--- src/core/state_ptr_pkg.sv ---
package state_ptr_pkg;

   // ----------------------------------------------------------------
   // command header layout
   // ----------------------------------------------------------------
   localparam int HDR_TYPE_LSB = 29;
   localparam int HDR_SUBTYPE_LSB = 27;
   localparam int HDR_OPCODE_LSB = 24;
   localparam int HDR_SUBOP_LSB = 16;
   localparam int HDR_MBZ_LSB = 8;
   localparam logic [2:0] GRAPHICS_COMMAND_TYPE = 3'h3;
   localparam logic [1:0] RENDER_COMMAND_SUBTYPE = 2'h3;
   localparam logic [2:0] PIPELINED_OPCODE = 3'h0;
   localparam logic [7:0] STAGE_POINTER_SUBOP = 8'h00;
   localparam logic [7:0] BIND_LIST_POINTER_SUBOP = 8'h01;
   localparam logic [7:0] STAGE_POINTER_LEN = 8'h05;
   localparam logic [7:0] BIND_LIST_POINTER_LEN = 8'h04;

   // ----------------------------------------------------------------
   // dword positions and field positions
   // ----------------------------------------------------------------
   localparam logic [8:0] DW_1 = 9'h001;
   localparam logic [8:0] DW_2 = 9'h002;
   localparam logic [8:0] DW_3 = 9'h003;
   localparam logic [8:0] DW_4 = 9'h004;
   localparam logic [8:0] DW_5 = 9'h005;
   localparam logic [8:0] DW_6 = 9'h006;
   localparam int OFS32_LSB = 5;
   localparam int OFS64_LSB = 6;
   localparam int ENABLE_BIT = 0;

   // ----------------------------------------------------------------
   // register map (byte offsets) and reset values
   // ----------------------------------------------------------------
   localparam logic [3:0] REG_CONTROL = 4'h0;
   localparam logic [3:0] REG_STATUS = 4'h4;
   localparam logic [3:0] REG_STAGE_COUNT = 4'h8;
   localparam logic [3:0] REG_BIND_COUNT = 4'hC;
   localparam logic CONTROL_ACCEPT_RESET = 1'b1;
   localparam int ST_BUSY_BIT = 0;
   localparam int ST_UNKNOWN_BIT = 1;
   localparam int ST_MBZ_BIT = 2;
   localparam int ST_GEOM_ON_BIT = 3;
   localparam int ST_CLIP_ON_BIT = 4;

   typedef enum logic [3:0] {
      ST_IDLE = 4'b0001,
      ST_STAGE = 4'b0010,
      ST_BIND = 4'b0100,
      ST_SKIP = 4'b1000
   } decode_state_e;

   typedef struct packed {
      logic [26:0] vertex_shader_descriptor;
      logic [26:0] geometry_stage_descriptor;
      logic geometry_stage_on;
      logic [26:0] clip_descriptor;
      logic clip_stage_on;
      logic [26:0] setup_stage_descriptor;
      logic [26:0] windower_descriptor;
      logic [25:0] colour_calc_descriptor;
   } stage_pointer_s;

   typedef struct packed {
      logic [26:0] geometry_bind;
      logic [26:0] clip_bind;
      logic [26:0] setup_bind;
      logic [26:0] pixel_bind;
   } bind_list_s;

endpackage

--- src/core/pipeline_state_pointer_decoder.sv ---
`timescale 1ns/10ps
`default_nettype none

// Contract
// RQ1: geometry dword bit 0 picks geometry function or pass-through.
// RQ2: geometry offset ignored and not latched while geometry enable clear.
// RQ3: dword 3 bits 31:5 give 32-byte aligned clip offset.
// RQ4: dword 3 bit 0 picks clip function or pass-through.
// RQ5: issuer sends pipeline flush before turning clip off.
// RQ6: issuer keeps clip on when geometry may emit incomplete objects.
// RQ7: dword 4 bits 31:5 give setup offset.
// RQ8: dword 5 bits 31:5 give windower offset; bits 4:0 reserved.
// RQ9: dword 6 bits 31:6 give colour calc offset; bits 5:0 reserved.
// RQ10: bind list command is type 3, subtype 3, opcode 0, sub-op 01.
// RQ11: header bits 7:0 hold length minus two; decoder consumes that many.
// RQ12: bind dword 2 bits 31:5 give geometry bind table offset.
// RQ13: bind dword 3 bits 31:5 give clip bind table offset.
// RQ14: bind dword 4 bits 31:5 give setup bind table offset.
// RQ15: bind dword 5 bits 31:5 give pixel bind table offset.
// RQ16: issuer writes zeros into all reserved fields.
// RQ17: stage pointer command is type 3, subtype 3, opcode 0, sub-op 00.
// RQ18: stage dwords 1 and 2 bits 31:5 give vertex and geometry offsets.
// RQ19: all fields of a command are presented together after its last dword.
// RQ20: outputs hold until next command of same kind; cleared on reset.
module pipeline_state_pointer_decoder (
   input wire logic clk_in,
   input wire logic rst_n_in,
   input wire logic cmd_valid_in,
   input wire logic [31:0] cmd_dword_in,
   output logic cmd_ready_out,
   input wire logic [3:0] avs_address_in,
   input wire logic avs_read_in,
   input wire logic avs_write_in,
   input wire logic [31:0] avs_writedata_in,
   input wire logic [3:0] avs_byteenable_in,
   output logic [31:0] avs_readdata_out,
   output logic avs_waitrequest_out,
   output state_ptr_pkg::stage_pointer_s stage_ptr_out,
   output logic stage_update_out,
   output state_ptr_pkg::bind_list_s bind_ptr_out,
   output logic bind_update_out
);
   import state_ptr_pkg::*;

   // ----------------------------------------------------------------
   // state
   // ----------------------------------------------------------------
   decode_state_e state_q, state_d;
   logic [8:0] idx_q;
   logic [7:0] len_q;
   stage_pointer_s stage_sh_q, stage_sh_d, stage_q;
   bind_list_s bind_sh_q, bind_sh_d, bind_q;
   logic stage_upd_q, bind_upd_q;
   logic accept_q, ready_q;
   logic unknown_q, mbz_q;
   logic [15:0] stage_cnt_q, bind_cnt_q;
   logic wait_q;
   logic [31:0] rdata_q;

   // ----------------------------------------------------------------
   // header decode
   // ----------------------------------------------------------------
   wire take = cmd_valid_in & ready_q;
   wire in_idle = (state_q == ST_IDLE);
   wire is_render_hdr =
      (cmd_dword_in[31:HDR_TYPE_LSB] == GRAPHICS_COMMAND_TYPE) &&
      (cmd_dword_in[28:HDR_SUBTYPE_LSB] == RENDER_COMMAND_SUBTYPE);
   wire is_pipe_hdr = is_render_hdr &&
      (cmd_dword_in[26:HDR_OPCODE_LSB] == PIPELINED_OPCODE);
   wire [7:0] hdr_subop = cmd_dword_in[23:HDR_SUBOP_LSB];
   wire is_stage_hdr = is_pipe_hdr &&
      (hdr_subop == STAGE_POINTER_SUBOP); // see RQ17
   wire is_bind_hdr = is_pipe_hdr &&
      (hdr_subop == BIND_LIST_POINTER_SUBOP); // see RQ10
   wire [7:0] hdr_len = cmd_dword_in[7:0];
   wire hdr_mbz_bad = |cmd_dword_in[15:HDR_MBZ_LSB];
   // last dword index is length field plus one, after the header
   wire last_dw = (idx_q == ({1'b0, len_q} + 9'h001)); // see RQ11
   wire body_take = take & ~in_idle;
   wire finishing = body_take & last_dw;
   wire geom_on_in = cmd_dword_in[ENABLE_BIT];
   wire is_stage = (state_q == ST_STAGE);
   wire is_bind = (state_q == ST_BIND);

   // ----------------------------------------------------------------
   // reserved-bit check on header and body dwords
   // ----------------------------------------------------------------
   // the issuer owns zeroing; the decoder only reports violations
   logic [5:0] mbz_mask;
   always_comb begin
      mbz_mask = 6'h00;
      if (is_stage) begin
         case (idx_q)
            DW_1, DW_4, DW_5: mbz_mask = 6'h1F;
            DW_2, DW_3: mbz_mask = 6'h1E;
            DW_6: mbz_mask = 6'h3F;
            default: mbz_mask = 6'h00;
         endcase
      end else if (is_bind) begin
         case (idx_q)
            DW_1, DW_2, DW_3, DW_4, DW_5: mbz_mask = 6'h1F;
            default: mbz_mask = 6'h00;
         endcase
      end
   end
   wire body_mbz_bad = |(cmd_dword_in[5:0] & mbz_mask); // see RQ16
   wire mbz_event = take & ((in_idle & (is_stage_hdr | is_bind_hdr) &
                    hdr_mbz_bad) | (~in_idle & body_mbz_bad));
   wire unknown_event = take & in_idle & ~is_stage_hdr & ~is_bind_hdr;

   // ----------------------------------------------------------------
   // shadow capture
   // ----------------------------------------------------------------
   always_comb begin
      stage_sh_d = stage_sh_q;
      if (take & is_stage) begin
         case (idx_q)
            DW_1: begin
               stage_sh_d.vertex_shader_descriptor =
                  cmd_dword_in[31:OFS32_LSB]; // see RQ18
            end
            DW_2: begin
               stage_sh_d.geometry_stage_on = geom_on_in; // see RQ1
               // a disabled geometry stage keeps the offset it last held
               if (geom_on_in) begin
                  stage_sh_d.geometry_stage_descriptor =
                     cmd_dword_in[31:OFS32_LSB]; // see RQ2 RQ18
               end
            end
            DW_3: begin
               stage_sh_d.clip_descriptor =
                  cmd_dword_in[31:OFS32_LSB]; // see RQ3
               stage_sh_d.clip_stage_on =
                  cmd_dword_in[ENABLE_BIT]; // see RQ4
            end
            DW_4: begin
               stage_sh_d.setup_stage_descriptor =
                  cmd_dword_in[31:OFS32_LSB]; // see RQ7
            end
            DW_5: begin
               stage_sh_d.windower_descriptor =
                  cmd_dword_in[31:OFS32_LSB]; // see RQ8
            end
            DW_6: begin
               stage_sh_d.colour_calc_descriptor =
                  cmd_dword_in[31:OFS64_LSB]; // see RQ9
            end
            default: begin
               stage_sh_d = stage_sh_q;
            end
         endcase
      end
   end

   always_comb begin
      bind_sh_d = bind_sh_q;
      if (take & is_bind) begin
         case (idx_q)
            DW_2: bind_sh_d.geometry_bind =
                  cmd_dword_in[31:OFS32_LSB]; // see RQ12
            DW_3: bind_sh_d.clip_bind =
                  cmd_dword_in[31:OFS32_LSB]; // see RQ13
            DW_4: bind_sh_d.setup_bind =
                  cmd_dword_in[31:OFS32_LSB]; // see RQ14
            DW_5: bind_sh_d.pixel_bind =
                  cmd_dword_in[31:OFS32_LSB]; // see RQ15
            default: bind_sh_d = bind_sh_q;
         endcase
      end
   end

   // ----------------------------------------------------------------
   // command sequencer
   // ----------------------------------------------------------------
   always_comb begin
      state_d = state_q;
      case (state_q)
         ST_IDLE: begin
            if (take & is_stage_hdr) begin
               state_d = ST_STAGE;
            end else if (take & is_bind_hdr) begin
               state_d = ST_BIND;
            end else if (take & is_render_hdr) begin
               // unknown render command: its own length tells what to drop
               state_d = ST_SKIP; // see RQ11
            end
         end
         ST_STAGE, ST_BIND, ST_SKIP: begin
            if (finishing) begin
               state_d = ST_IDLE;
            end
         end
         default: state_d = ST_IDLE;
      endcase
   end

   always_ff @(posedge clk_in or negedge rst_n_in) begin
      if (!rst_n_in) begin
         state_q <= ST_IDLE;
         idx_q <= 9'h000;
         len_q <= 8'h00;
      end else begin
         state_q <= state_d;
         if (take & in_idle) begin
            idx_q <= 9'h001;
            len_q <= hdr_len; // see RQ11
         end else if (body_take) begin
            idx_q <= idx_q + 9'h001;
         end
      end
   end

   // ----------------------------------------------------------------
   // shadow and presented state
   // ----------------------------------------------------------------
   // shadow keeps its own last values between commands so short commands keep old fields
   always_ff @(posedge clk_in or negedge rst_n_in) begin
      if (!rst_n_in) begin
         stage_sh_q <= '0;
         bind_sh_q <= '0;
         stage_q <= '0; // see RQ20
         bind_q <= '0; // see RQ20
         stage_upd_q <= 1'b0;
         bind_upd_q <= 1'b0;
      end else begin
         stage_sh_q <= stage_sh_d;
         bind_sh_q <= bind_sh_d;
         stage_upd_q <= finishing & is_stage;
         bind_upd_q <= finishing & is_bind;
         if (finishing & is_stage) begin
            stage_q <= stage_sh_d; // see RQ19 RQ20
         end
         if (finishing & is_bind) begin
            bind_q <= bind_sh_d; // see RQ19 RQ20
         end
      end
   end

   // ----------------------------------------------------------------
   // status and counters
   // ----------------------------------------------------------------
   wire bus_go = (avs_read_in | avs_write_in) & ~wait_q;
   wire wr_go = avs_write_in & ~wait_q;
   wire wr_ctrl = wr_go & (avs_address_in == REG_CONTROL) &
                  avs_byteenable_in[0];
   wire wr_status = wr_go & (avs_address_in == REG_STATUS) &
                    avs_byteenable_in[0];
   wire clr_unknown = wr_status & avs_writedata_in[ST_UNKNOWN_BIT];
   wire clr_mbz = wr_status & avs_writedata_in[ST_MBZ_BIT];

   always_ff @(posedge clk_in or negedge rst_n_in) begin
      if (!rst_n_in) begin
         accept_q <= CONTROL_ACCEPT_RESET;
         ready_q <= 1'b0;
         unknown_q <= 1'b0;
         mbz_q <= 1'b0;
         stage_cnt_q <= 16'h0000;
         bind_cnt_q <= 16'h0000;
      end else begin
         if (wr_ctrl) begin
            accept_q <= avs_writedata_in[0];
         end
         // ready is low out of reset and after an idle cycle with accept clear; a header taken in it stalls the next dword
         ready_q <= accept_q | ~in_idle;
         // a new event wins over a clear in the same cycle
         unknown_q <= unknown_event | (unknown_q & ~clr_unknown);
         mbz_q <= mbz_event | (mbz_q & ~clr_mbz);
         if (finishing & is_stage) begin
            stage_cnt_q <= stage_cnt_q + 16'h0001;
         end
         if (finishing & is_bind) begin
            bind_cnt_q <= bind_cnt_q + 16'h0001;
         end
      end
   end

   // ----------------------------------------------------------------
   // avalon slave
   // ----------------------------------------------------------------
   wire [31:0] status_word = {27'h0000000,
      stage_q.clip_stage_on, stage_q.geometry_stage_on,
      mbz_q, unknown_q, ~in_idle};
   logic [31:0] rmux;
   always_comb begin
      case (avs_address_in)
         REG_CONTROL: rmux = {31'h00000000, accept_q};
         REG_STATUS: rmux = status_word;
         REG_STAGE_COUNT: rmux = {16'h0000, stage_cnt_q};
         REG_BIND_COUNT: rmux = {16'h0000, bind_cnt_q};
         default: rmux = 32'h00000000;
      endcase
   end

   // one wait cycle per access: data is registered before release
   always_ff @(posedge clk_in or negedge rst_n_in) begin
      if (!rst_n_in) begin
         wait_q <= 1'b1;
         rdata_q <= 32'h00000000;
      end else begin
         wait_q <= ~((avs_read_in | avs_write_in) & wait_q);
         if (avs_read_in & wait_q) begin
            rdata_q <= rmux;
         end
      end
   end

   // ----------------------------------------------------------------
   // outputs
   // ----------------------------------------------------------------
   assign cmd_ready_out = ready_q;
   assign avs_readdata_out = rdata_q;
   assign avs_waitrequest_out = wait_q;
   assign stage_ptr_out = stage_q;
   assign stage_update_out = stage_upd_q;
   assign bind_ptr_out = bind_q;
   assign bind_update_out = bind_upd_q;

   wire unused_ok = bus_go;

endmodule

`default_nettype wire

--- config.mk ---
export PLATFORM = sky130hd
export DESIGN_NAME = pipeline_state_pointer_decoder
export DESIGN_NICKNAME = d
export VERILOG_FILES = /design/src/core/state_ptr_pkg.sv /design/src/core/pipeline_state_pointer_decoder.sv
export SDC_FILE = /design/constraint.sdc
export NUM_CORES = 1
export LEC_CHECK = 0
export BUFFER_PORTS_ARGS = -buffer_cell sky130_fd_sc_hd__buf_2
export CORE_MARGIN = 2
export CORE_UTILIZATION = 40
export DETAILED_ROUTE_END_ITERATION = 7
export GPL_TIMING_DRIVEN = 0
export PLACE_DENSITY = 0.73
export SLEW_MARGIN = 20
export SYNTH_ARGS = -nofsm -noshare
export SYNTH_HDL_FRONTEND = slang
export SYNTH_SLANG_ARGS = --single-unit
--- constraint.sdc ---
create_clock -name clk_in -period 2.9 [get_ports clk_in]
set_input_delay 0.29 -clock clk_in [delete_from_list [all_inputs] [get_ports clk_in]]
set_output_delay 0.29 -clock clk_in [all_outputs]
set_load 0.005 [all_outputs]
After elaboration in Yosys (flattened, before gate mapping)
Index checks and enable logic that the tools add are counted.
{"block": "totals", "ff_bits": 634, "inputBits": 77, "out_inout_bits": 307}
{"block": "classes", "addsub": 4, "eq_ne": 19, "mux": 25, "bitwise_logic": 42, "reduce_logical": 15}
{"operator": "$mux W27", "n": 8}
{"operator": "$mux W163", "n": 1}
{"operator": "$mux W108", "n": 1}
{"operator": "$pmux W16 S4", "n": 1}
{"operator": "$mux W28", "n": 2}
{"operator": "$add A16 B1 Y16 const B", "n": 2}
{"operator": "$and A1 B1 Y1", "n": 28}
{"operator": "$eq A9 B3 Y1 const B", "n": 3}
{"operator": "$mux W26", "n": 1}
{"operator": "$eq A9 B2 Y1 const B", "n": 2}
{"operator": "$mux W9", "n": 2}
{"operator": "$pmux W6 S3", "n": 1}
{"operator": "$mux W4", "n": 4}
{"operator": "$eq A4 B4 Y1 const B", "n": 3}
{"operator": "$mux W5", "n": 2}
{"operator": "$add A8 B1 Y9 const B", "n": 1}
{"operator": "$add A9 B1 Y9 const B", "n": 1}
{"operator": "$eq A9 B1 Y1 const B", "n": 1}
{"operator": "$eq A9 B9 Y1", "n": 1}
{"operator": "$eq A4 B3 Y1 const B", "n": 2}
{"operator": "$eq A8 B1 Y1 const B", "n": 1}
{"operator": "$logic_not A8 Y1", "n": 1}
{"operator": "$pmux W4 S2", "n": 1}
{"operator": "$reduce_or A8 Y1", "n": 1}
{"operator": "19 further kinds", "n": 34}

Depth between registers and ports, before layout
Gate-level depths: netlist of the first run.
{"block": "depth", "ltp_word": 11, "depth_mapped": 10}

Worst setup path before layout of the first run
OpenSTA, ideal clock, no wires.
{"block": "synth_timing", "kind": "register to register", "start": "reg idx_q[4]", "end": "reg stage_q (netlist bit stage_ptr_out[25])", "setup_ps": 125, "t_arrival_ps": 2705, "t_required_ps": 2775, "path_slack_ps": 71, "path_stages_with_launch": 10, "path_buffers": 3, "period_less_slack_ps": 2829, "cell_sequence": "dfrtp_1 > buf_6 > or4_1 > or4_4 > nor2_8 > and3_1 > buf_2 > buf_4 > mux2_2 > mux2_2"}
{"item": "start: declaration", "line": "pipeline_state_pointer_decoder.sv:49", "rtl": "logic [8:0] idx_q;"}
{"item": "start signal: assignment", "line": "pipeline_state_pointer_decoder.sv:208", "rtl": "idx_q <= idx_q + 9'h001;"}
{"item": "end signal: assignment", "line": "pipeline_state_pointer_decoder.sv:231", "rtl": "stage_q <= stage_sh_d;"}
{"item": "end: declaration", "line": "pipeline_state_pointer_decoder.sv:51", "rtl": "stage_pointer_s stage_sh_q, stage_sh_d, stage_q;"}

==> results.sh, run 1 <==
export IMPL_status="completed"
export IMPL_crit_path_max_incr_delay_ns=0.52
export IMPL_die_width_um=252
export IMPL_report_final_slew_viol_count=0
export IMPL_fraction_of_layout_cells_with_a_size_suffix_above_1=0.505
export IMPL_cts_clk_slew_worst_paths_ns=0.06
export IMPL_clock_fmax_mhz=348
export IMPL_die_area_um2=63700
export IMPL_critical_path_cell_count=9
export IMPL_drt_wirelength_per_cell_um=22.4
export IMPL_start_util=0.402
export IMPL_synthesis_yosys_warnings=0
export IMPL_critPathLaunchType="flip-flop"
export IMPL_timing_critical_path_from="idx_q[6]"
export IMPL_critical_path_endpoint_type="flip-flop"
export IMPL_yosys_register_bits=618
export IMPL_nets=2171
export IMPL_drt_first_iter_violations=884
export IMPL_synth_cells=1614
export IMPL_critPathMostFrequentCell="sky130_fd_sc_hd__or4_4"
export IMPL_finalCritPeriodShare=0.990
export IMPL_worst_slew_pin_slew_ns=1.08
export IMPL_grt_overflow_total=0
export IMPL_relSlewSlack=0.277
export IMPL_setup_repair_after_global_routing_missed_its_margin="true"
export IMPL_layout_min_cycle_time_ns=2.87
export IMPL_tritoncts="built"
export IMPL_antenna_found_initial=1
export IMPL_synth_lib_cells_used_distinct=62
export IMPL_numCtsBuffers=67
export IMPL_synth_area_leader_cell="sky130_fd_sc_hd__dfrtp_1"
export IMPL_post_synth_top_area_fraction=0.623
export IMPL_worstSetupPathType="reg -> reg"
export IMPL_synth_area_top_cells="sky130_fd_sc_hd__dfrtp_1 (62%), sky130_fd_sc_hd__mux2_2 (20%), sky130_fd_sc_hd__mux2_4 (4.1%), sky130_fd_sc_hd__mux2_1 (2.3%), sky130_fd_sc_hd__xnor2_1 (1.3%)"
export IMPL_final_common_cell="sky130_fd_sc_hd__dfrtp_1"
export IMPL_leakage_uw=0.0166
export IMPL_routed_wl_um=65600
export IMPL_synth_enable_flop_cells=0
export IMPL_timing_final_hold_violations=0
export IMPL_synth_cell_area_um2=24700
export IMPL_cp_arrival_ns=3.35
export IMPL_avgSynthCellArea_um2=15.3
export IMPL_fillerInstances=5136
export IMPL_rows=91
export IMPL_antenna_left=0
export IMPL_largest_driver_fanout_on_the_critical_path=5
export IMPL_gr_usage_all_layers=0.206
export IMPL_first_pass_grt_wire_length_um=98400
export IMPL_detail_route_vias_per_cell=5.14
export IMPL_power_per_cell_area_nw_per_um2=595
export IMPL_clock_skew_ns=0.0252
export IMPL_via_count=15000
export IMPL_post_route_drc_count=0
export IMPL_postLayoutCoreUtil=0.498
export IMPL_destination_of_the_critical_timing_path="bind_ptr_out[8]"
export IMPL_number_of_buffers_on_the_longest_clock_path=3
export IMPL_top_delay_family_on_crit_path="simple AND/OR/NAND/NOR gates"
export IMPL_place_detailed_hpwl_um=44700
export IMPL_r2r_slack_ns=0.03
export IMPL_hold_path_class="in -> reg"
export IMPL_most_frequent_cells_in_the_layout="sky130_fd_sc_hd__dfrtp_1 (613), sky130_fd_sc_hd__mux2_2 (427), sky130_fd_sc_hd__buf_2 (359), sky130_fd_sc_hd__mux2_4 (70), sky130_fd_sc_hd__clkbuf_16 (70)"
export IMPL_cts_sink_count=618
export IMPL_crit_chain="or4_4 -> or4_4 -> nor2b_4 -> buf_6 -> nand3_4 -> buf_12 -> buf_16 -> mux2_4 -> mux2_2"
export IMPL_gp_congestion=0.813
export IMPL_asyncSetResetFlopFracSynth=1.00
export IMPL_final_hold_worst_slack_ns=0.0564
export IMPL_timing_critical_path_slowest_stage_cell="sky130_fd_sc_hd__or4_4"
export IMPL_cts_htree_levels=3
export IMPL_report_final_setup_viol=0
export IMPL_pre_repair_dr_iteration_count=5
export IMPL_first_global_vias=15900
export IMPL_max_vdd_drop_v=0.000452
export IMPL_synth_yosys_seq_area_share=0.627
export IMPL_floorplan_die_height_um=252
export IMPL_reg2regPathDepth=9
export IMPL_dominantRegCellSynth="sky130_fd_sc_hd__dfrtp_1"
export IMPL_place_port_buffers=334
export IMPL_floorplan_core_area_um2=61400
export IMPL_critical_path_buf_inv_count=3
export IMPL_clk_lat_worst_skew_ns=0.61
export IMPL_area_growth_pct=23.9
export IMPL_p_total_uw=18200
export IMPL_reg2reg_to="bind_ptr_out[8]"
export IMPL_critPathRequiredTime_ns=3.38
export IMPL_ios=384
export IMPL_rr_startpoint="idx_q[6]"
export IMPL_root_buffer="sky130_fd_sc_hd__clkbuf_16"
export IMPL_max_cap_violations=0
export IMPL_grt_max_degree=105
logic make-up after synthesis:
group           after synthesis  synth area share
compound gates               71            0.0198
xor+xnor                     45            0.0160
fa+ha+maj                     7           0.00355
buf+inv                     123            0.0265
flops                       618             0.627
mux                         548             0.260
other cells                   1          0.000152
simple gates                201            0.0472
worst reg2reg max path: stages (launching register included):
cell and delay [ns]:
sky130_fd_sc_hd__dfrtp_1 0.41, sky130_fd_sc_hd__or4_4 0.52, sky130_fd_sc_hd__or4_4 0.50, sky130_fd_sc_hd__nor2b_4 0.14, sky130_fd_sc_hd__buf_6 0.13, sky130_fd_sc_hd__nand3_4 0.14
sky130_fd_sc_hd__buf_12 0.20, sky130_fd_sc_hd__buf_16 0.16, sky130_fd_sc_hd__mux2_4 0.31, sky130_fd_sc_hd__mux2_2 0.26
power by group:
| part | leakage (uW) | switching [uW] | internal, uW |
|---|---|---|---|
| Clock | 0.00106 | 3470 | 4910 |
| Sequential | 0.00860 | 102 | 8700 |
| Combinational | 0.00695 | 686 | 328 |
| Total | 0.0166 | 4260 | 13900 |
registers in the layout, summed over array words and instances, names as in the netlist, 4 cells and up:
register / count
stage_ptr_out: 163
stage_sh_q: 163
bind_ptr_out: 108
bind_sh_q: 108
avs_readdata_out: 16
bind_cnt_q: 16
stage_cnt_q: 16
idx_q: 9
len_q: 8
state_q: 4
metal layers:
| metal | GRT usage | part of all wire | vias up |
|---|---|---|---|
| met4 | 0.0698 | 0.030 | 0 |
| met5 | 0 | 0 | - |
| met3 | 0.0505 | 0.067 | 113 |
| met1 | 0.268 | 0.42 | 7830 |
| met2 | 0.339 | 0.48 | 465 |
| li1 | - | - | 6634 |
layout make-up:
| class | count | area [um^2] | area share |
|---|---|---|---|
| flip-flops and latches | 618 | 15500 | 0.506 |
| multi-input cells | 888 | 8720 | 0.285 |
| repair buffers | 391 | 2370 | 0.0775 |
| clock buffers | 103 | 2020 | 0.0662 |
| well taps | 790 | 988 | 0.0323 |
| plain buffers | 116 | 840 | 0.0275 |
| clock inverters | 15 | 143 | 0.00466 |
| inverters | 5 | 18.8 | 0.000614 |
| diodes | 1 | 2.50 | 0.0000818 |
per-stage QoR:
stage	setup slack, ns	TNS [ns]	cell area (um^2)	std cells
global placement	-10.74	-6846.22	27400	2753
CTS	0.00654	0	30400	2915
floorplan	0.0707	0	24700	1629
finish	0.0303	0	30600	2927
detailed placement	-1.03	-271.39	27600	2760
global route	-0.0114	-0.0718	30600	2926
synth_stat cells (3+ instances only):
master	number
sky130_fd_sc_hd__mux2_1	51
sky130_fd_sc_hd__nand4_1	25
sky130_fd_sc_hd__a22oi_1	15
sky130_fd_sc_hd__nand2_1	58
sky130_fd_sc_hd__nor4_1	5
sky130_fd_sc_hd__o21ai_0	26
sky130_fd_sc_hd__buf_6	9
sky130_fd_sc_hd__mux2_4	68
sky130_fd_sc_hd__dfrtp_1	615
sky130_fd_sc_hd__and3_1	22
sky130_fd_sc_hd__mux2_2	429
sky130_fd_sc_hd__and2_1	7
sky130_fd_sc_hd__xor2_1	7
sky130_fd_sc_hd__o22ai_1	3
sky130_fd_sc_hd__nor2b_1	3
sky130_fd_sc_hd__nor2_1	19
sky130_fd_sc_hd__buf_2	42
sky130_fd_sc_hd__xnor2_1	38
sky130_fd_sc_hd__ha_1	7
sky130_fd_sc_hd__a21oi_1	4
sky130_fd_sc_hd__nand3_4	4
sky130_fd_sc_hd__and4_1	9
sky130_fd_sc_hd__inv_1	5
sky130_fd_sc_hd__or3_1	3
sky130_fd_sc_hd__buf_4	19
sky130_fd_sc_hd__dfstp_2	3
sky130_fd_sc_hd__a211oi_1	6
sky130_fd_sc_hd__clkbuf_1	47
sky130_fd_sc_hd__nand3_1	23
worst min path at each step:
stage,cells past startpoint,slack [ns],end,startpoint
finish,4,0.06,unknown_q,avs_writedata_in[1]
global route,4,0.07,unknown_q,avs_writedata_in[1]
CTS,4,0.02,unknown_q,avs_writedata_in[1]
detailed placement,1,0.27,bind_update_out,rst_n_in
global placement,2,0.46,avs_waitrequest_out,avs_write_in
floorplan,0,-0.006,avs_readdata_out[0],rst_n_in
timing repair:
| action | in CTS | in global routing |
|---|---|---|
| resized for setup | 58 | 26 |
| setup buffers | 22 | 11 |
| hold endpoints to repair | 78 | 0 |
| hold buffers | 14 | 0 |
| endpoints found under the setup margin | 327 | 301 |
| gates cloned | 2 | 1 |
| pin swaps | 5 | 2 |
No activity file was read; power rests on OpenSTA's default activity.
==> run 2: changes to the inputs <==
--- a/config.mk
+++ b/config.mk
@@ -8,9 +8,11 @@
 export BUFFER_PORTS_ARGS = -buffer_cell sky130_fd_sc_hd__buf_2
 export CORE_MARGIN = 2
 export CORE_UTILIZATION = 40
+export CTS_CLUSTER_SIZE = 12
 export DETAILED_ROUTE_END_ITERATION = 7
 export GPL_TIMING_DRIVEN = 0
 export PLACE_DENSITY = 0.73
+export REMOVE_ABC_BUFFERS = 1
 export SLEW_MARGIN = 20
 export SYNTH_ARGS = -nofsm -noshare
 export SYNTH_HDL_FRONTEND = slang
==> run 2 against run 1 <==
Net effect: the run now ends with setup timing left; register-to-register slack got worse by 0.24 ns; largest power group is now the clock network; design area rose by 3.5%; sequential share of layout area is 1.7 points lower; via count grew 2.0%; critical path type unchanged; hold slack better by 0.050 ns; critical endpoint is now stage_ptr_out[148]; cell count decreased by 1.5%; setup slack got worse by 0.24 ns; non-clock buffer count shrank 58.
==> results.sh, run 2 (synthesized netlist as in run 1, its figures left out) <==
export IMPL_status="finished with violations"
export IMPL_failing_checks="setup timing"
export IMPL_rows=91
export IMPL_cts_clk_slew_worst_paths_ns=0.06
export IMPL_final_common_cell="sky130_fd_sc_hd__dfrtp_1"
export IMPL_gp_congestion=0.826
export IMPL_drt_wirelength_per_cell_um=25.0
export IMPL_detail_route_vias_per_cell=5.32
export IMPL_most_frequent_cells_in_the_layout="sky130_fd_sc_hd__dfrtp_1 (608), sky130_fd_sc_hd__mux2_2 (399), sky130_fd_sc_hd__buf_2 (334), sky130_fd_sc_hd__mux2_4 (146), sky130_fd_sc_hd__clkbuf_16 (72)"
export IMPL_critical_path_endpoint_type="flip-flop"
export IMPL_layout_min_cycle_time_ns=3.11
export IMPL_via_count=15400
export IMPL_antenna_found_initial=3
export IMPL_critPathRequiredTime_ns=3.37
export IMPL_report_final_slew_viol_count=0
export IMPL_finalWorstSetupSlack_ns=-0.214
export IMPL_number_of_buffers_on_the_longest_clock_path=3
export IMPL_ios=384
export IMPL_timing_critical_path_slowest_stage_cell="sky130_fd_sc_hd__or4_4"
export IMPL_final_hold_worst_slack_ns=0.106
export IMPL_crit_chain="or4_4 -> or4_4 -> buf_12 -> nor2_8 -> buf_6 -> buf_6 -> nand3b_1 -> buf_8 -> buf_12 -> mux2_4 -> mux2_2"
export IMPL_power_per_cell_area_nw_per_um2=599
export IMPL_antenna_left=0
export IMPL_numCtsBuffers=68
export IMPL_clock_fmax_mhz=321
export IMPL_area_growth_pct=28.2
export IMPL_gr_usage_all_layers=0.218
export IMPL_worst_slew_pin_slew_ns=0.869
export IMPL_max_cap_violations=0
export IMPL_place_detailed_hpwl_um=38500
export IMPL_finalCritPeriodShare=1.07
export IMPL_place_port_buffers=335
export IMPL_clock_skew_ns=0.0223
export IMPL_finalInstanceArea_um2=31700
export IMPL_cts_sink_count=618
export IMPL_report_final_setup_viol=238
export IMPL_setup_repair_after_global_routing_missed_its_margin="true"
export IMPL_tritoncts="built"
export IMPL_max_vdd_drop_v=0.000479
export IMPL_worstSetupPathType="reg -> reg"
export IMPL_floorplan_die_height_um=252
export IMPL_drt_first_iter_violations=1159
export IMPL_floorplan_core_area_um2=61400
export IMPL_first_pass_grt_wire_length_um=104000
export IMPL_grt_max_degree=105
export IMPL_first_global_vias=16200
export IMPL_cp_arrival_ns=3.59
export IMPL_hold_path_class="in -> reg"
export IMPL_root_buffer="sky130_fd_sc_hd__clkbuf_16"
export IMPL_routed_wl_um=72000
export IMPL_placement_cell_area_um2=27300
export IMPL_largest_driver_fanout_on_the_critical_path=7
export IMPL_pre_repair_dr_iteration_count=5
export IMPL_postLayoutCoreUtil=0.516
export IMPL_timing_final_hold_violations=0
export IMPL_cts_htree_levels=3
export IMPL_critPathLaunchType="flip-flop"
export IMPL_p_total_uw=19000
export IMPL_post_route_drc_count=0
export IMPL_leakage_uw=0.0170
export IMPL_fraction_of_layout_cells_with_a_size_suffix_above_1=0.546
export IMPL_grt_overflow_total=0
export IMPL_crit_path_max_incr_delay_ns=0.52
export IMPL_die_area_um2=63700
export IMPL_nets=2131
export IMPL_die_width_um=252
export IMPL_clk_lat_worst_skew_ns=0.61
export IMPL_relSlewSlack=0.421
export IMPL_start_util=0.402
-- run 2: changes by cell type in the layout (fill, tap and decap cells not counted), moves of 6 or more --
cell / delta
sky130_fd_sc_hd__mux2_1: -48
sky130_fd_sc_hd__buf_16: +9
sky130_fd_sc_hd__buf_6: +11
sky130_fd_sc_hd__buf_12: +18
sky130_fd_sc_hd__nand3_4: +10
sky130_fd_sc_hd__buf_4: -24
sky130_fd_sc_hd__buf_2: -25
sky130_fd_sc_hd__mux2_2: -28
sky130_fd_sc_hd__nand2_8: +10
sky130_fd_sc_hd__clkbuf_1: -44
sky130_fd_sc_hd__mux2_4: +76
sky130_fd_sc_hd__bufinv_16: +6
-- run 2: layout make-up --
class,instances,area [um^2]
Multi-Input combinational cell,905,9380
Sequential cell,618,15500
Fill cell,4933,29700
Antenna cell,2,5.00
Clock buffer,97,1970
Timing Repair Buffer,449,3460
Inverter,5,18.8
Clock inverter,18,355
Tap cell,790,988
-- run 2: critical path: cells and delay by family, from the launching register on --
kind                   cells  cell delay [ns]
buffers and inverters      5             0.75
flip-flops                 1             0.41
AND/OR/NAND/NOR            4             1.26
multiplexers               2             0.58
-- run 2: per-stage QoR --
stage / setup WS, ns / TNS, ns / cells
floorplan: -5.68 / -1381.75 / 1511
global placement: -10.64 / -9151.25 / 2636
detailed placement: -0.926 / -217.97 / 2658
CTS: -0.152 / -15.64 / 2856
global route: -0.266 / -33.25 / 2882
finish: -0.214 / -20.50 / 2884
-- run 2: report_power, final --
part           switching (uW)  internal (uW)
logic                     781            411
registers                 139           8710
clock network            3530           5390
total                    4450          14500
-- run 2: metal layers --
metal / track usage / wire (um) / up-vias / share of wire
li1: - / - / 6588 / -
met1: 0.281 / 30200 / 8038 / 0.42
met2: 0.350 / 33700 / 570 / 0.47
met3: 0.0696 / 5760 / 152 / 0.080
met4: 0.0676 / 2300 / 2 / 0.032
met5: 0 / 13 / - / 0.00018
-- run 2: what timing repair did --
item                       4_1_cts  5_1_grt
hold endpoints to repair        65        0
hold buffers                    10        0
pin swaps                       11        5
setup buffers                   57       21
resized for setup              122       47
setup endpoints to repair      474      314
gates cloned                    16        8
-- run 2: path summary, 6_finish.rpt --
kind                                          start                   to  slack, ns  cells past startpoint
worst max-delay path                       idx_q[4]   stage_ptr_out[148]      -0.21                     11
min in group asynchronous                  rst_n_in     bind_ptr_out[22]       0.23                      2
max in group asynchronous                  rst_n_in        bind_sh_q[63]       0.63                      6
worst min-delay path                cmd_dword_in[5]             len_q[5]       0.11                      3
worst min register to register  avs_readdata_out[5]  avs_readdata_out[5]       0.47                      2
worst max register to register             idx_q[4]   stage_ptr_out[148]      -0.21                     11
==> run 3: changes to the inputs <==
--- a/config.mk
+++ b/config.mk
@@ -7,11 +7,11 @@
 export LEC_CHECK = 0
 export BUFFER_PORTS_ARGS = -buffer_cell sky130_fd_sc_hd__buf_2
 export CORE_MARGIN = 2
-export CORE_UTILIZATION = 40
+export CORE_UTILIZATION = 51
 export CTS_CLUSTER_SIZE = 12
 export DETAILED_ROUTE_END_ITERATION = 7
 export GPL_TIMING_DRIVEN = 0
-export PLACE_DENSITY = 0.73
+export PLACE_DENSITY = 0.87
 export REMOVE_ABC_BUFFERS = 1
 export SLEW_MARGIN = 20
 export SYNTH_ARGS = -nofsm -noshare
==> run 3 against run 2 <==
Net effect: the flow still finishes with violations (setup timing); clock power fell by 16%; count of clock-buffer cells in the layout down 9; cell count fell by 8.0%; setup slack improved by 0.20 ns; register-to-register slack improved by 0.20 ns; critical path type unchanged; critical endpoint is now stage_ptr_out[9].
==> results.sh, run 3 (synthesized netlist as in run 1, its figures left out) <==
export IMPL_crit_chain="or4_4 -> or4_4 -> nor2_8 -> and3_4 -> clkbuf_16 -> mux2_4 -> mux2_2"
export IMPL_largest_driver_fanout_on_the_critical_path=7
export IMPL_via_count=15000
export IMPL_pre_repair_dr_iteration_count=5
export IMPL_detail_route_vias_per_cell=5.65
export IMPL_rr_startpoint="idx_q[5]"
export IMPL_critPathLaunchType="flip-flop"
export IMPL_finalInstanceArea_um2=30000
export IMPL_tritoncts="built"
export IMPL_hold_path_class="in -> reg"
export IMPL_max_cap_violations=0
export IMPL_worst_slew_pin_slew_ns=0.780
export IMPL_crit_path_max_incr_delay_ns=0.53
export IMPL_floorplan_die_height_um=224
export IMPL_die_area_um2=50200
export IMPL_cell_internal_pwr_uw=13400
export IMPL_fraction_of_layout_cells_with_a_size_suffix_above_1=0.514
export IMPL_leakage_uw=0.0163
export IMPL_rows=80
export IMPL_clk_lat_worst_skew_ns=0.62
export IMPL_routed_wl_um=64100
export IMPL_cts_htree_levels=2
export IMPL_fillerInstances=3313
export IMPL_report_final_setup_viol=1
export IMPL_switching_share=0.232
export IMPL_cp_arrival_ns=3.41
export IMPL_drt_first_iter_violations=1148
export IMPL_root_buffer="sky130_fd_sc_hd__clkbuf_16"
export IMPL_first_global_vias=15900
export IMPL_antenna_diode_count=0
export IMPL_place_port_buffers=335
export IMPL_clock_skew_ns=0.0189
export IMPL_finalCritPeriodShare=1.00
export IMPL_power_clock_fraction=0.429
export IMPL_grt_max_degree=108
export IMPL_place_detailed_hpwl_um=37300
export IMPL_numCtsBuffers=61
export IMPL_nets=2088
export IMPL_area_growth_pct=21.6
export IMPL_ios=384
export IMPL_drt_wirelength_per_cell_um=24.2
export IMPL_timing_critical_path_from="idx_q[5]"
export IMPL_timing_critical_path_slowest_stage_cell="sky130_fd_sc_hd__or4_4"
export IMPL_critPathRequiredTime_ns=3.40
export IMPL_register_area_um2=15500
export IMPL_antenna_left=0
export IMPL_die_width_um=224
export IMPL_post_route_drc_count=0
export IMPL_power_per_cell_area_nw_per_um2=579
export IMPL_multi_input_area_um2=8960
export IMPL_seq_power_share=0.508
export IMPL_relSlewSlack=0.478
export IMPL_most_frequent_cells_in_the_layout="sky130_fd_sc_hd__dfrtp_1 (604), sky130_fd_sc_hd__mux2_2 (409), sky130_fd_sc_hd__buf_2 (334), sky130_fd_sc_hd__mux2_4 (97), sky130_fd_sc_hd__clkbuf_16 (63)"
export IMPL_timing_setup_tns_ns=-0.0144
export IMPL_cts_clk_slew_worst_paths_ns=0.06
export IMPL_layout_min_cycle_time_ns=2.91
export IMPL_report_final_slew_viol_count=0
export IMPL_share_comb_of_total_power=0.063
export IMPL_finalWorstSetupSlack_ns=-0.0144
export IMPL_final_common_cell="sky130_fd_sc_hd__dfrtp_1"
export IMPL_clock_fmax_mhz=343
export IMPL_worstSetupPathType="reg -> reg"
export IMPL_placement_cell_area_um2=27100
export IMPL_gp_congestion=0.840
export IMPL_floorplan_core_area_um2=47700
export IMPL_hold_start="cmd_dword_in[7]"
export IMPL_critical_path_endpoint_type="flip-flop"
export IMPL_timing_final_hold_violations=0
export IMPL_gr_usage_all_layers=0.253
export IMPL_grt_overflow_total=0
export IMPL_first_pass_grt_wire_length_um=96400
export IMPL_failing_checks="setup timing"
export IMPL_cts_sink_count=618
export IMPL_max_vdd_drop_v=0.000456
export IMPL_critPathMostFrequentCell="sky130_fd_sc_hd__or4_4"
export IMPL_p_switching_uw=4030
export IMPL_antenna_found_initial=0
export IMPL_start_util=0.517
export IMPL_status="finished with violations"
export IMPL_number_of_buffers_on_the_longest_clock_path=3
export IMPL_setup_repair_after_global_routing_missed_its_margin="true"
[run 3: final cells by class]
class	count	area share
clock buffer	88	0.0579
clock inverter	8	0.00396
inverter	5	0.000625
multi-input combinational	894	0.298
sequential	618	0.516
tap	615	0.0256
timing repair buffer	424	0.0978
[run 3: metal layers]
metal  vias to the layer above  wire, um  GRT usage
met4                         0      2370      0.102
li1                       6436         -          -
met2                       558     30300      0.401
met3                       131      4680     0.0702
met1                      7869     26700      0.332
met5                         -         0          0
[run 3: final timing paths]
kind / slack, ns / endpoint / cells after the start
min: 0.05 / len_q[7] / 3
max reg2reg: -0.01 / stage_ptr_out[9] / 7
max: -0.01 / stage_ptr_out[9] / 7
max in group asynchronous: 0.54 / stage_sh_q[114] / 6
min in group asynchronous: 0.19 / bind_sh_q[103] / 2
min reg2reg: 0.47 / stage_cnt_q[15] / 1
[run 3: worst max-delay path: cells and delay by family (launching register included)]
family | cells | cell delay [ns]
buffers and inverters | 1 | 0.23
and+or+nand+nor | 4 | 1.54
muxes | 2 | 0.60
DFF | 1 | 0.42
[run 3: power by group through the flow]
stage	logic, uW	clock network (uW)	registers (uW)
floorplan	375	0	8950
global route	1200	7930	8840
finish	1100	7470	8840
CTS	987	7580	8840
global placement	723	0	8980
detailed placement	877	0	8980
[run 3: through the flow]
| step | cells | total power (uW) | util | hold slack [ns] | setup slack [ns] |
|---|---|---|---|---|---|
| 2_1_floorplan | 1511 | 9320 | - | -0.00559 | -5.68 |
| 3_3_place_gp | 2461 | 9700 | 0.556 | 0.460 | -10.44 |
| 3_5_place_dp | 2481 | 9850 | 0.567 | 0.236 | -0.704 |
| 4_1_cts | 2634 | 17400 | 0.623 | 0.0202 | -0.0246 |
| 5_1_grt | 2652 | 18000 | 0.629 | 0.0364 | -0.0580 |
| 6_report | 2652 | 17400 | 0.629 | 0.0544 | -0.0144 |
[run 3: timing repair]
| action | in CTS | in global routing |
|---|---|---|
| endpoints found under the hold margin | 57 | 0 |
| endpoints found under the setup margin | 502 | 270 |
| hold buffers | 9 | 0 |
| pin swaps | 11 | 4 |
| setup buffers | 41 | 17 |
| cloned | 7 | 1 |
| gates resized for setup | 25 | 47 |
